==> config.mk <==
export PLATFORM = sky130hd
export DESIGN_NAME = sbp_port
export DESIGN_NICKNAME = d
export VERILOG_FILES = /design/src/sbp_pkg.sv /design/src/sbp_fifo.sv /design/src/sbp_port.sv
export SDC_FILE = /design/constraint.sdc
export NUM_CORES = 1
export LEC_CHECK = 0
export BUFFER_PORTS_ARGS = -buffer_cell sky130_fd_sc_hd__buf_2
export CORE_AREA = 4 4 82 161
export DETAILED_ROUTE_END_ITERATION = 8
export DIE_AREA = 0 0 86 165
export HOLD_SLACK_MARGIN = 0.02
export PLACE_DENSITY = 0.66
export SYNTH_ARGS = -nofsm -noshare
export SYNTH_HDL_FRONTEND = slang
export SYNTH_SLANG_ARGS = --single-unit
==> constraint.sdc <==
create_clock -name clk_i -period 3.2 [get_ports clk_i]
set_clock_uncertainty 0.05 [all_clocks]
set_input_delay 0.32 -clock clk_i [delete_from_list [all_inputs] [get_ports clk_i]]
set_output_delay 0.32 -clock clk_i [all_outputs]
set_load 0.02 [all_outputs]
==> src/sbp_pkg.sv <==
/*
 * sbp_pkg: constants and types shared by the strobed byte port design.
 * assumes: one clock domain, counts expressed in processor output clocks.
 */
package sbp_pkg;
    localparam int SBP_DATA_W = 8;
    localparam int SBP_FIFO_DEPTH = 8;
    // cycle counts of the strobe sequence, in processor output clocks
    localparam int SBP_WR_DELAY_CYC = 2;
    localparam int SBP_RD_DELAY_CYC = 3;
    localparam int SBP_STROBE_CYC = 2;
    localparam int SBP_CNT_W = 3;
    localparam logic [SBP_DATA_W-1:0] SBP_PORT_RST = 8'h00;
    localparam logic SBP_STROBE_IDLE = 1'b1;
    typedef enum logic [2:0] {
        SBP_IDLE,
        SBP_WR_WAIT,
        SBP_WR_PULSE,
        SBP_RD_WAIT,
        SBP_RD_PULSE
    } sbp_state_t;
endpackage : sbp_pkg

==> src/sbp_fifo.sv <==
/*
 * sbp_fifo: synchronous valid/ready FIFO, width and depth parameters.
 * assumes: single clock, depth a power of two, clock enable freezes it.
 */
`timescale 1ns/1ps
`default_nettype none
module sbp_fifo #(
    parameter int WIDTH = 8,
    parameter int DEPTH = 8
) (
    input wire logic clk_i,
    input wire logic rst_b_i,
    input wire logic en_i,
    input wire logic [WIDTH-1:0] in_data_i,
    input wire logic in_valid_i,
    output logic in_ready_o,
    output logic [WIDTH-1:0] out_data_o,
    output logic out_valid_o,
    input wire logic out_ready_i
);
    localparam int AW = $clog2(DEPTH);
    logic [WIDTH-1:0] mem_q [DEPTH];
    logic [AW:0] wr_q, wr_d, rd_q, rd_d;
    logic push, pop, full, empty;

    always_comb begin
        empty = (wr_q == rd_q);
        full = (wr_q[AW-1:0] == rd_q[AW-1:0]) && (wr_q[AW] != rd_q[AW]);
        push = in_valid_i && !full;
        pop = out_ready_i && !empty;
        wr_d = push ? wr_q + 1'b1 : wr_q;
        rd_d = pop ? rd_q + 1'b1 : rd_q;
        in_ready_o = !full;
        out_valid_o = !empty;
        out_data_o = mem_q[rd_q[AW-1:0]];
    end

    always_ff @(posedge clk_i or negedge rst_b_i) begin
        if (!rst_b_i) begin
            wr_q <= '0;
            rd_q <= '0;
        end else if (en_i) begin
            wr_q <= wr_d;
            rd_q <= rd_d;
        end
    end

    // storage has no reset; contents are only read once written
    always_ff @(posedge clk_i) begin
        if (en_i && push) begin
            mem_q[wr_q[AW-1:0]] <= in_data_i;
        end
    end
endmodule // sbp_fifo
`default_nettype wire

==> src/sbp_port.sv <==
/*
 * sbp_port: 8-bit general purpose port with read and write handshake
 * strobes pulsed on processor accesses while strobing is enabled.
 * Processor writes pass through a FIFO; a write waits for the
 * previous strobe sequence to finish.
 * assumes: processor request pulses are on clk_i (the processor output
 * clock); port pins and enable come from outside and are synchronised.
 * rd_req_i is a one-cycle pulse; a read arriving while a strobe
 * sequence runs is dropped and gets no rd_valid_o.
 * with strobing off, accesses still move data but both strobes stay
 * high. port_oe_o is high from the first clock after reset, since
 * there is no direction control.
 * write: output changes at the pop edge, write strobe low two edges
 * later for two cycles.
 * read: input latched at the request edge, read strobe low three
 * edges later for two cycles; the peer may move its byte after that.
 * the fifo soaks up bursts; wr_ready_o is low while it is full and
 * from reset until the first clock after reset.
 * limitation: a write stays queued while a read sequence runs.
 */
// Contract
// (RULE1) strobes pulse only while strobe enable set
// (RULE2) each strobe lasts exactly two cycles
// (RULE3) write strobe two cycles after output update
// (RULE4) read returns input latched three cycles earlier
// (RULE5) read strobe three cycles after read
// (RULE6) nothing sampled while read strobe asserted
// (RULE7) external byte stable until read strobe
// (RULE8) strobes active low, idle high otherwise
`timescale 1ns/1ps
`default_nettype none
module sbp_port
    import sbp_pkg::*;
#(
    parameter int FIFO_DEPTH = sbp_pkg::SBP_FIFO_DEPTH
) (
    input wire logic clk_i,
    input wire logic rst_b_i,
    input wire logic clk_en_i,
    input wire logic port_strobe_enable_i,
    input wire logic [sbp_pkg::SBP_DATA_W-1:0] wr_data_i,
    input wire logic wr_valid_i,
    output logic wr_ready_o,
    input wire logic rd_req_i,
    output logic [sbp_pkg::SBP_DATA_W-1:0] rd_data_o,
    output logic rd_valid_o,
    input wire logic [sbp_pkg::SBP_DATA_W-1:0] port_in_i,
    output logic [sbp_pkg::SBP_DATA_W-1:0] port_out_o,
    output logic port_oe_o,
    output logic rd_strobe_b_o,
    output logic wr_strobe_b_o
);
    import sbp_pkg::*;

    logic [SBP_DATA_W-1:0] fifo_data;
    logic fifo_valid, fifo_ready, fifo_in_ready;
    logic [SBP_DATA_W-1:0] pin_m_q, pin_s_q;
    logic ena_m_q, ena_s_q;
    // engine state and the down counter shared by every phase
    sbp_state_t state_q, state_d;
    logic [SBP_CNT_W-1:0] cnt_q, cnt_d;
    logic [SBP_DATA_W-1:0] out_q, out_d, rdat_q, rdat_d;
    logic rvld_q, rvld_d, rstb_q, rstb_d, wstb_q, wstb_d;
    localparam int FILL_W = $clog2(FIFO_DEPTH) + 1;
    logic wrdy_q, wrdy_d, oe_q, oe_d;
    logic [FILL_W-1:0] fill_q, fill_d;

    // fifo shares the clock enable, so a frozen block drops no byte
    sbp_fifo #(
        .WIDTH(SBP_DATA_W),
        .DEPTH(FIFO_DEPTH)
    ) u_fifo (
        .clk_i(clk_i),
        .rst_b_i(rst_b_i),
        .en_i(clk_en_i),
        .in_data_i(wr_data_i),
        .in_valid_i(wr_valid_i),
        .in_ready_o(fifo_in_ready),
        .out_data_o(fifo_data),
        .out_valid_o(fifo_valid),
        .out_ready_i(fifo_ready)
    );

    // two flops on every pin input; only the second stage is read
    always_ff @(posedge clk_i or negedge rst_b_i) begin
        if (!rst_b_i) begin
            pin_m_q <= SBP_PORT_RST;
            pin_s_q <= SBP_PORT_RST;
            ena_m_q <= 1'b0;
            ena_s_q <= 1'b0;
        end else if (clk_en_i) begin
            pin_m_q <= port_in_i;
            pin_s_q <= pin_m_q;
            ena_m_q <= port_strobe_enable_i;
            ena_s_q <= ena_m_q;
        end
    end

    // a read takes priority over a queued write when both are pending
    always_comb begin
        state_d = state_q;
        cnt_d = cnt_q;
        out_d = out_q;
        rdat_d = rdat_q;
        rvld_d = 1'b0;
        rstb_d = SBP_STROBE_IDLE; // RULE8
        wstb_d = SBP_STROBE_IDLE; // RULE8
        fifo_ready = 1'b0;
        oe_d = 1'b1;
        unique case (state_q)
            SBP_IDLE: begin
                if (rd_req_i) begin
                    // input captured now, never on the strobe itself
                    rdat_d = pin_s_q; // RULE4 RULE6
                    rvld_d = 1'b1;
                    if (ena_s_q) begin // RULE1
                        state_d = SBP_RD_WAIT;
                        cnt_d = SBP_CNT_W'(SBP_RD_DELAY_CYC - 1);
                    end
                end else if (fifo_valid) begin
                    // with strobing off the byte still goes out, unannounced
                    fifo_ready = 1'b1;
                    out_d = fifo_data;
                    if (ena_s_q) begin // RULE1
                        state_d = SBP_WR_WAIT;
                        cnt_d = SBP_CNT_W'(SBP_WR_DELAY_CYC - 1);
                    end
                end
            end
            SBP_WR_WAIT: begin
                // gap between the new output value and the strobe
                cnt_d = cnt_q - 1'b1;
                if (cnt_q == '0) begin
                    state_d = SBP_WR_PULSE; // RULE3
                    cnt_d = SBP_CNT_W'(SBP_STROBE_CYC - 1);
                    wstb_d = 1'b0;
                end
            end
            SBP_WR_PULSE: begin
                // second low cycle, released on the edge after
                cnt_d = cnt_q - 1'b1;
                if (cnt_q == '0) begin
                    state_d = SBP_IDLE;
                end else begin
                    wstb_d = 1'b0; // RULE2
                end
            end
            SBP_RD_WAIT: begin
                cnt_d = cnt_q - 1'b1;
                if (cnt_q == '0) begin
                    // strobe three edges after the request edge latched
                    state_d = SBP_RD_PULSE; // RULE5
                    cnt_d = SBP_CNT_W'(SBP_STROBE_CYC - 1);
                    rstb_d = 1'b0;
                end
            end
            SBP_RD_PULSE: begin
                // external side may change its byte from here on
                cnt_d = cnt_q - 1'b1;
                if (cnt_q == '0) begin
                    state_d = SBP_IDLE; // RULE7
                end else begin
                    rstb_d = 1'b0; // RULE2
                end
            end
        endcase
    end

    always_ff @(posedge clk_i or negedge rst_b_i) begin
        if (!rst_b_i) begin
            state_q <= SBP_IDLE;
            cnt_q <= '0;
            out_q <= SBP_PORT_RST;
            rdat_q <= SBP_PORT_RST;
            rvld_q <= 1'b0;
            rstb_q <= SBP_STROBE_IDLE;
            wstb_q <= SBP_STROBE_IDLE;
            oe_q <= 1'b0;
        end else if (clk_en_i) begin
            state_q <= state_d;
            cnt_q <= cnt_d;
            out_q <= out_d;
            rdat_q <= rdat_d;
            rvld_q <= rvld_d;
            rstb_q <= rstb_d;
            wstb_q <= wstb_d;
            oe_q <= oe_d;
        end
    end

    // ready leaves a flop, so it must predict the fill after this edge;
    // a copy of not-full would be one cycle stale and drop a byte
    always_comb begin
        fill_d = fill_q;
        if (wr_valid_i && fifo_in_ready) begin
            fill_d = fill_d + 1'b1;
        end
        if (fifo_ready && fifo_valid) begin
            fill_d = fill_d - 1'b1;
        end
        wrdy_d = (fill_d != FILL_W'(FIFO_DEPTH));
    end

    always_ff @(posedge clk_i or negedge rst_b_i) begin
        if (!rst_b_i) begin
            fill_q <= '0;
            wrdy_q <= 1'b0;
        end else if (clk_en_i) begin
            fill_q <= fill_d;
            wrdy_q <= wrdy_d;
        end
    end

    // outputs are bare copies of registers
    always_comb begin
        port_out_o = out_q;
        port_oe_o = oe_q;
        rd_data_o = rdat_q;
        rd_valid_o = rvld_q;
        rd_strobe_b_o = rstb_q;
        wr_strobe_b_o = wstb_q;
        wr_ready_o = wrdy_q;
    end
endmodule // sbp_port
`default_nettype wire

==> results of run 1 <==
==> stage by stage <==
step                utilization (%)  instance area (µm²)
finish                         52.5                 6320
global route                   52.5                 6320
CTS                            52.5                 6320
detailed placement             47.6                 5730
global placement               47.6                 5730
floorplan                         -                 5280
==> critical path: cells and delay by family, from the launching register on <==
kind,cells,cell delay [ns]
muxes,1,0.24
DFF,1,0.49
adders and majority gates,1,0.22
and+or+nand+nor,1,0.08
xor gates and xnor gates,3,0.55
AOI/OAI and AO/OA,3,0.85
==> state kept, by name (all words and copies together), names as in the netlist <==
register and flops:
fill_q 4, rd_data_o 8, state_q 3, wr_ready_o 1, ena_s_q 1, pin_m_q 8
u_fifo.rd_q 4, u_fifo.mem_q 64, rd_strobe_b_o 1, cnt_q 3, u_fifo.wr_q 4, pin_s_q 8
rd_valid_o 1, port_oe_o 1, port_out_o 8, ena_m_q 1, wr_strobe_b_o 1
==> per-layer routing <==
metal  up-vias  part of all wire (%)
li1       1508                     -
met1      1652                    38
met2        60                    57
met3        19                   3.3
met4         0                   2.0
met5         -                     0
==> power breakdown <==
part / internal [W] / total [W] / switching [W] / leakage (nW)
Combinational: 0.000883 / 0.00196 / 0.00108 / 0.941
Sequential: 0.00198 / 0.00229 / 0.000309 / 1.25
Clock: 0.00110 / 0.00185 / 0.000748 / 0.290
==> cells in the final DEF (no fill, tap or decap), types with 3 or more instances in the layout <==
cell,instances
mux4_2,16
buf_2,42
xor2_1,7
buf_4,20
inv_1,11
nand4_1,3
nand3_1,7
edfxtp_1,64
nor4_1,6
o31ai_1,4
inv_6,4
a21oi_1,18
clkbuf_16,17
nor2_1,17
mux2_2,28
mux2i_1,11
inv_8,4
xnor2_1,13
ha_1,6
nand2b_1,3
o21ai_0,11
a21o_1,4
nand2_1,18
nor3_1,8
clkinv_4,4
dfrtp_1,55
==> how the worst min path moves through the flow <==
stage	startpoint	end	slack [ns]	cells past startpoint
2_1_floorplan	rst_b_i	cnt_q[0]$_DFFE_PN0P_	-0.03	0
3_3_place_gp	rst_b_i	port_oe_o$_DFFE_PN0P_	0.24	1
3_5_place_dp	rst_b_i	fill_q[3]$_DFFE_PN0P_	0.26	1
4_1_cts	port_in_i[7]	pin_m_q[7]$_DFFE_PN0P_	0.08	2
5_1_grt	port_in_i[7]	pin_m_q[7]$_DFFE_PN0P_	0.08	2
6_report	port_in_i[7]	pin_m_q[7]$_DFFE_PN0P_	0.09	2
==> area by class of cell <==
class	instances	area, µm²
fillers	1019	5730
flip-flops and latches	121	3350
multi-input cells	212	1800
clock buffers	17	425
repair buffers	63	370
well taps	147	184
clock inverters	15	155
inverters	11	41.3
==> cell families (layout without fill, tap and decap cells) <==
logic type      Yosys count  count (layout)  synth area share, %
xor+xnor                 20              20                 3.32
simple gates             75              75                 6.99
flops                   121             121                 63.5
mux                      55              55                 14.9
fa+ha+maj                 6               6                 1.42
compound gates           56              56                 7.30
buf+inv                  33             106                 2.61
==> metrics.md, run 1 <==
| Metric | Value |
|---|---|
| Status | `complete, no violations` |
| WP data required | `about 3.5 ns` |
| Area delta synth->final | `19.8%` |
| CTS Sinks | `between 100 and 150` |
| DRT iter0 DRCs | `~130` |
| Worst path max stage delay | `around 0.49 ns` |
| Initial antenna violation count | `0` |
| Setup WS pre-CTS | `between 0.6 and 0.7 ns` |
| Cell Chain, Critical Path | `xor2_1 -> o41ai_2 -> mux2i_1 -> ha_1 -> xnor2_1 -> xnor2_1 -> nor3_1 -> o211a_1 -> o211ai_1` |
| Sequential share of the synthesized area | `between 60 and 70%` |
| Fmax | `0.390 GHz` |
| Clk root buf | `clkbuf_16` |
| Pins Over Slew Limit | `0` |
| Dpl cells | `approximately 550` |
| RSZ-0062 raised after global routing | `false` |
| # setup viols final | `0` |
| Vias in the first global route | `roughly 3400` |
| Num rows | `57` |
| Worst hold slack | `~0.087 ns` |
| Post-Synthesis Cell Area | `5280 µm²` |
| Worst VDD drop | `~0.00063 V` |
| Avg Cell Area, Syn | `about 14 µm²` |
| R2R Path End | `wr_ready_o$_DFFE_PN0P_` |
| Placeable Area | `between 10000 and 15000 µm²` |
| Hold Violations, Final | `0` |
| Worst EP arrival | `approximately 2.8 ns` |
| FF-to-FF setup slack | `~0.64 ns` |
| Cell taking the most area after synthesis | `edfxtp_1` |
| Most frequent CP cell | `xnor2_1` |
| Grt met3 use | `under 10%` |
| Reg clk slew, reported paths | `~0.060 ns` |
| CTS Buffer Depth | `2` |
| Fraction of layout cells with a size suffix above 1 | `between 30 and 40%` |
| Period utilization | `80.1%` |
| Met2 Usage GRT | `a little under a third` |
| Post-cts resize count | `0` |
| Chip width | `roughly 86 µm` |
| Worst-Skew Late Latency | `0.42 ns` |
| DRT Pass-1 Iters | `4` |
| Post-DP HPWL | `7350 µm` |
| Share of the synthesized area in the top cell type | `between 30% and 40%` |
| Slew headroom | `a little under a third` |
| Minimum clock period | `2.56 ns` |
| Critical path class | `reg2reg` |
| Unique masters post-synth | `49` |
| GRT Total Usage | `16.3%` |
| Drt total wl | `roughly 11000 µm` |
| Number of synthesized flops with an enable pin | `64` |
| GPL Wtd Cong | `0.820` |
| Final-stage net count | `454` |
| Slowest-stage cell, CP | `dfrtp_1` |
| Grt total ovfl | `0` |
| Register bit count reported by yosys | `approximately 120` |
| Routed len/inst | `18.4 µm` |
| Ant. Diodes | `0` |
| R2R cell count | `9` |
| CP Launch Type | `register` |
| First-pass GRT wire length | `17300 µm` |
| Synth Instances | `roughly 370` |
| Critical path endpoint category | `register` |
| CTS tree | `yes` |
| Power Total | `just over 0.006 W` |
| Setup tns final | `0 ns` |
| Die area | `around 14000 µm²` |
| Io pins | `43` |
| Largest net degree at the start of global routing | `41` |
| Max Cap Viol | `0` |
| Hold Path Class | `in2reg` |
| Yosys warning total | `0` |
| H-tree levels | `4` |
| Setup Buffers After CTS | `0` |
| Antenna-violating nets left | `0` |
| PwrDens | `between 900 and 1000 nW/µm²` |
| Via count | `about 3200` |
| CP Capture Point | `wr_ready_o$_DFFE_PN0P_` |
| Final Non-Filler Cells | `586` |
| Post-synth top cells | `64 x edfxtp_1, 55 x dfrtp_1, 28 x mux2_2` |
| Met1 Resource Use GR | `about 17%` |
| Critical Path Source | `u_fifo.rd_q[1]$_DFFE_PN0P_` |
| Cts hold-fix bufs | `1` |
| Worst Path Max Fanout | `7` |
| Top post-synthesis cells by area | `edfxtp_1 36%, dfrtp_1 26%, mux4_2 6.8%` |
| FF-to-FF Start | `u_fifo.rd_q[1]$_DFFE_PN0P_` |
| Number of remaining DRC errors | `0` |
| Top FF cell, synth | `edfxtp_1` |
| Gr busiest metal | `met2` |
| Post-Syn Nets | `394` |
| Post-synth ARST share | `between 40% and 50%` |
| Most common cell in the netlist | `edfxtp_1` |
| IO Port Bufs | `42` |
| Starting Density | `approximately 44%` |
| Leakage power | `about 2.5 nW` |
| TritonCTS buffer count | `17` |
| Worst Max-Slew Pin Slew | `1.01 ns` |
| Final Worst Setup Slack | `0.638 ns` |
| Vias per cell | `between 5 and 6` |
| Die Ht | `approximately 170 µm` |
Power figures use the tool's default switching activity.
==> run 2: changes to the inputs <==
Clock period 3.2 ns to 2.55 ns, I/O delays scaled along.
==> run 2 against run 1 <==
  * First-iteration DRC count shrank 15%
  * Critical path depth is the same
  * Die area is the same
  * Cell count grew 3.1%
  * Wire length grew 0.62%
  * Global-route usage grew 0.45 points
  * Maximum frequency grew 5.7%
  * Largest cell class unchanged
  * Highest routed layer unchanged
==> metrics.md, run 2 (same netlist as run 1, synthesis figures left out) <==
| Metric | Value |
|---|---|
| Slew headroom | `62.4% (was 31.7%)` |
| Grt total ovfl | `0 (unchanged)` |
| Worst-Skew Late Latency | `0.41 ns (was 0.42 ns)` |
| Register share of total power | `35.7% (was 37.5%)` |
| Layout Utilization | `53.5% (was 52.5%)` |
| Gr busiest metal | `met2 (unchanged)` |
| Worst hold slack | `0.0312 ns (was 0.0869 ns)` |
| Worst EP arrival | `2.70 ns (was 2.84 ns)` |
| Critical path class | `reg2reg (unchanged)` |
| DRT Pass-1 Iters | `5 (was 4)` |
| Worst VDD drop | `0.000731 V (was 0.000634 V)` |
| Setup tns final | `0 ns (unchanged)` |
| FF-to-FF Start | `u_fifo.rd_q[1]$_DFFE_PN0P_ (unchanged)` |
| Reg area | `3350 µm² (unchanged)` |
| IO Port Bufs | `42 (unchanged)` |
| Hold Startpoint | `port_in_i[5] (was port_in_i[7])` |
| Starting Density | `43.8% (unchanged)` |
| Int Power | `0.00496 W (was 0.00396 W)` |
| Drt total wl | `10800 µm (about the same)` |
| Clk network pwr share | `28.3% (was 30.3%)` |
| PwrDens | `1190 nW/µm² (was 964 nW/µm²)` |
| Vias in the first global route | `3581 (was 3413)` |
| Max Cap Viol | `0 (unchanged)` |
| Area delta synth->final | `22.2% (was 19.8%)` |
| Chip width | `86 µm (unchanged)` |
| Commonest non-fill, non-tap cell in the layout | `edfxtp_1 (unchanged)` |
| Antenna-violating nets left | `0 (unchanged)` |
| Routed len/inst | `18.0 µm (was 18.4 µm)` |
| Combined area of the multi-input logic cells | `1810 µm² (was 1800 µm²)` |
| CTS Sinks | `121 (unchanged)` |
| CTS Buffer Depth | `2 (unchanged)` |
| TritonCTS buffer count | `17 (unchanged)` |
| Vias per cell | `5.50 (was 5.53)` |
| Die area | `14200 µm² (unchanged)` |
| Post-DP HPWL | `7420 µm (was 7350 µm)` |
| GPL Wtd Cong | `0.814 (was 0.820)` |
| Minimum clock period | `2.42 ns (was 2.56 ns)` |
| Number of flip-flops in the largest register | `64 (unchanged)` |
| Leakage power | `2.53 nW (was 2.48 nW)` |
| Status | `complete, no violations (unchanged)` |
| DRT iter0 DRCs | `112 (was 132)` |
| Ant. Diodes | `0 (unchanged)` |
| WHS Path Cells | `2 (unchanged)` |
| CP Launch Type | `register (unchanged)` |
| Final-stage net count | `472 (was 454)` |
| R2R cell count | `9 (unchanged)` |
| Grt met3 use | `4.59% (was 4.19%)` |
| Hold Violations, Final | `0 (unchanged)` |
| # setup viols final | `0 (unchanged)` |
| Hold endpoint | `pin_m_q[5]$_DFFE_PN0P_ (was pin_m_q[7]$_DFFE_PN0P_)` |
| Commonest cells after routing, fill and taps aside | `64 x edfxtp_1, 55 x dfrtp_1, 42 x buf_2 (unchanged)` |
| WP data required | `2.83 ns (was 3.47 ns)` |
| GRT Total Usage | `16.8% (was 16.3%)` |
| Critical path endpoint category | `register (unchanged)` |
| Worst Path Max Fanout | `4 (was 7)` |
| Number of remaining DRC errors | `0 (unchanged)` |
| Fmax | `0.413 GHz (was 0.390 GHz)` |
| R2R Path End | `wr_ready_o$_DFFE_PN0P_ (unchanged)` |
| Critical Path Source | `u_fifo.rd_q[1]$_DFFE_PN0P_ (unchanged)` |
| FF-to-FF setup slack | `0.13 ns (was 0.64 ns)` |
| Worst Max-Slew Pin Slew | `0.565 ns (was 1.01 ns)` |
| Via count | `3322 (was 3239)` |
| Io pins | `43 (unchanged)` |
| Reg clk slew, reported paths | `0.06 ns (about the same)` |
| P_sw | `0.00272 W (was 0.00214 W)` |
| Clk root buf | `clkbuf_16 (unchanged)` |
| Hold Path Class | `in2reg (unchanged)` |
| H-tree levels | `4 (unchanged)` |
| Placeable Area | `12100 µm² (unchanged)` |
| Die Ht | `165 µm (unchanged)` |
| Fillers | `991 (was 1019)` |
| Period utilization | `95.0% (was 80.1%)` |
| Num rows | `57 (unchanged)` |
| Sw Ratio | `35.4% (was 35.0%)` |
| Met1 Resource Use GR | `16.8% (was 17.3%)` |
| Pins Over Slew Limit | `0 (unchanged)` |
| Met2 Usage GRT | `30.9% (was 30.0%)` |
| Largest net degree at the start of global routing | `28 (was 41)` |
| CTS tree | `yes (unchanged)` |
| RSZ-0062 raised after global routing | `false (unchanged)` |
| Fraction of layout cells with a size suffix above 1 | `33.9% (was 32.8%)` |
| First-pass GRT wire length | `17600 µm (was 17300 µm)` |
| Logic pwr share | `36.0% (was 32.2%)` |
| Initial antenna violation count | `0 (unchanged)` |
==> run 2: worst max-delay path by stage <==
stage	to	slack [ns]	depth (start not counted)
floorplan	wr_ready_o$_DFFE_PN0P_	0.04	10
global placement	wr_ready_o$_DFFE_PN0P_	0.20	9
detailed placement	wr_ready_o$_DFFE_PN0P_	0.15	9
CTS	wr_ready_o$_DFFE_PN0P_	0.11	9
global route	wr_ready_o$_DFFE_PN0P_	0.009	9
finish	wr_ready_o$_DFFE_PN0P_	0.13	9
==> run 2: power by group through the flow <==
stage	logic [W]	registers (W)	clock network, W
4_1_cts	0.00275	0.00275	0.00221
2_1_floorplan	0.00181	0.00289	0
5_1_grt	0.00304	0.00279	0.00233
3_3_place_gp	0.00266	0.00276	0
6_report	0.00277	0.00274	0.00217
3_5_place_dp	0.00273	0.00278	0
==> run 2: layout make-up <==
cell class	count	share of cell area, %
Multi-Input combinational cell	212	28.1
Inverter	11	0.640
Timing Repair Buffer	81	8.07
Tap cell	147	2.85
Clock buffer	17	6.60
Sequential cell	121	51.9
Clock inverter	15	1.84
==> run 2: critical path: stages, from the launching register on <==
cell and delay, ns:
dfrtp_1 0.43, xor2_1 0.23, o41ai_4 0.39, mux2i_1 0.24
ha_2 0.22, xnor2_1 0.16, xnor2_1 0.15, nor3_1 0.06
o211a_1 0.22, o211ai_1 0.17
==> run 2: what timing repair did <==
| item | CTS | global route |
|---|---|---|
| gates resized for setup | 0 | 1 |
| setup buffers | 0 | 3 |
| setup endpoints to repair | 0 | 1 |
| endpoints found under the hold margin | 31 | 0 |
| hold buffers | 7 | 0 |
==> run 2: through the flow <==
step	instances	total power (W)	instance area (µm²)	worst slack (ns)
6_report	604	0.00768	6450	0.127
5_1_grt	604	0.00817	6450	0.00942
4_1_cts	601	0.00771	6420	0.113
3_5_place_dp	562	0.00551	5810	0.151
3_3_place_gp	562	0.00541	5810	0.201
2_1_floorplan	366	0.00471	5290	0.0364
==> run 2: per-layer routing <==
metal  vias up  share of wire, %
met3        27               3.5
met5         -                 0
met4         0               2.6
met2        71                57
met1      1681                37
li1       1543                 -
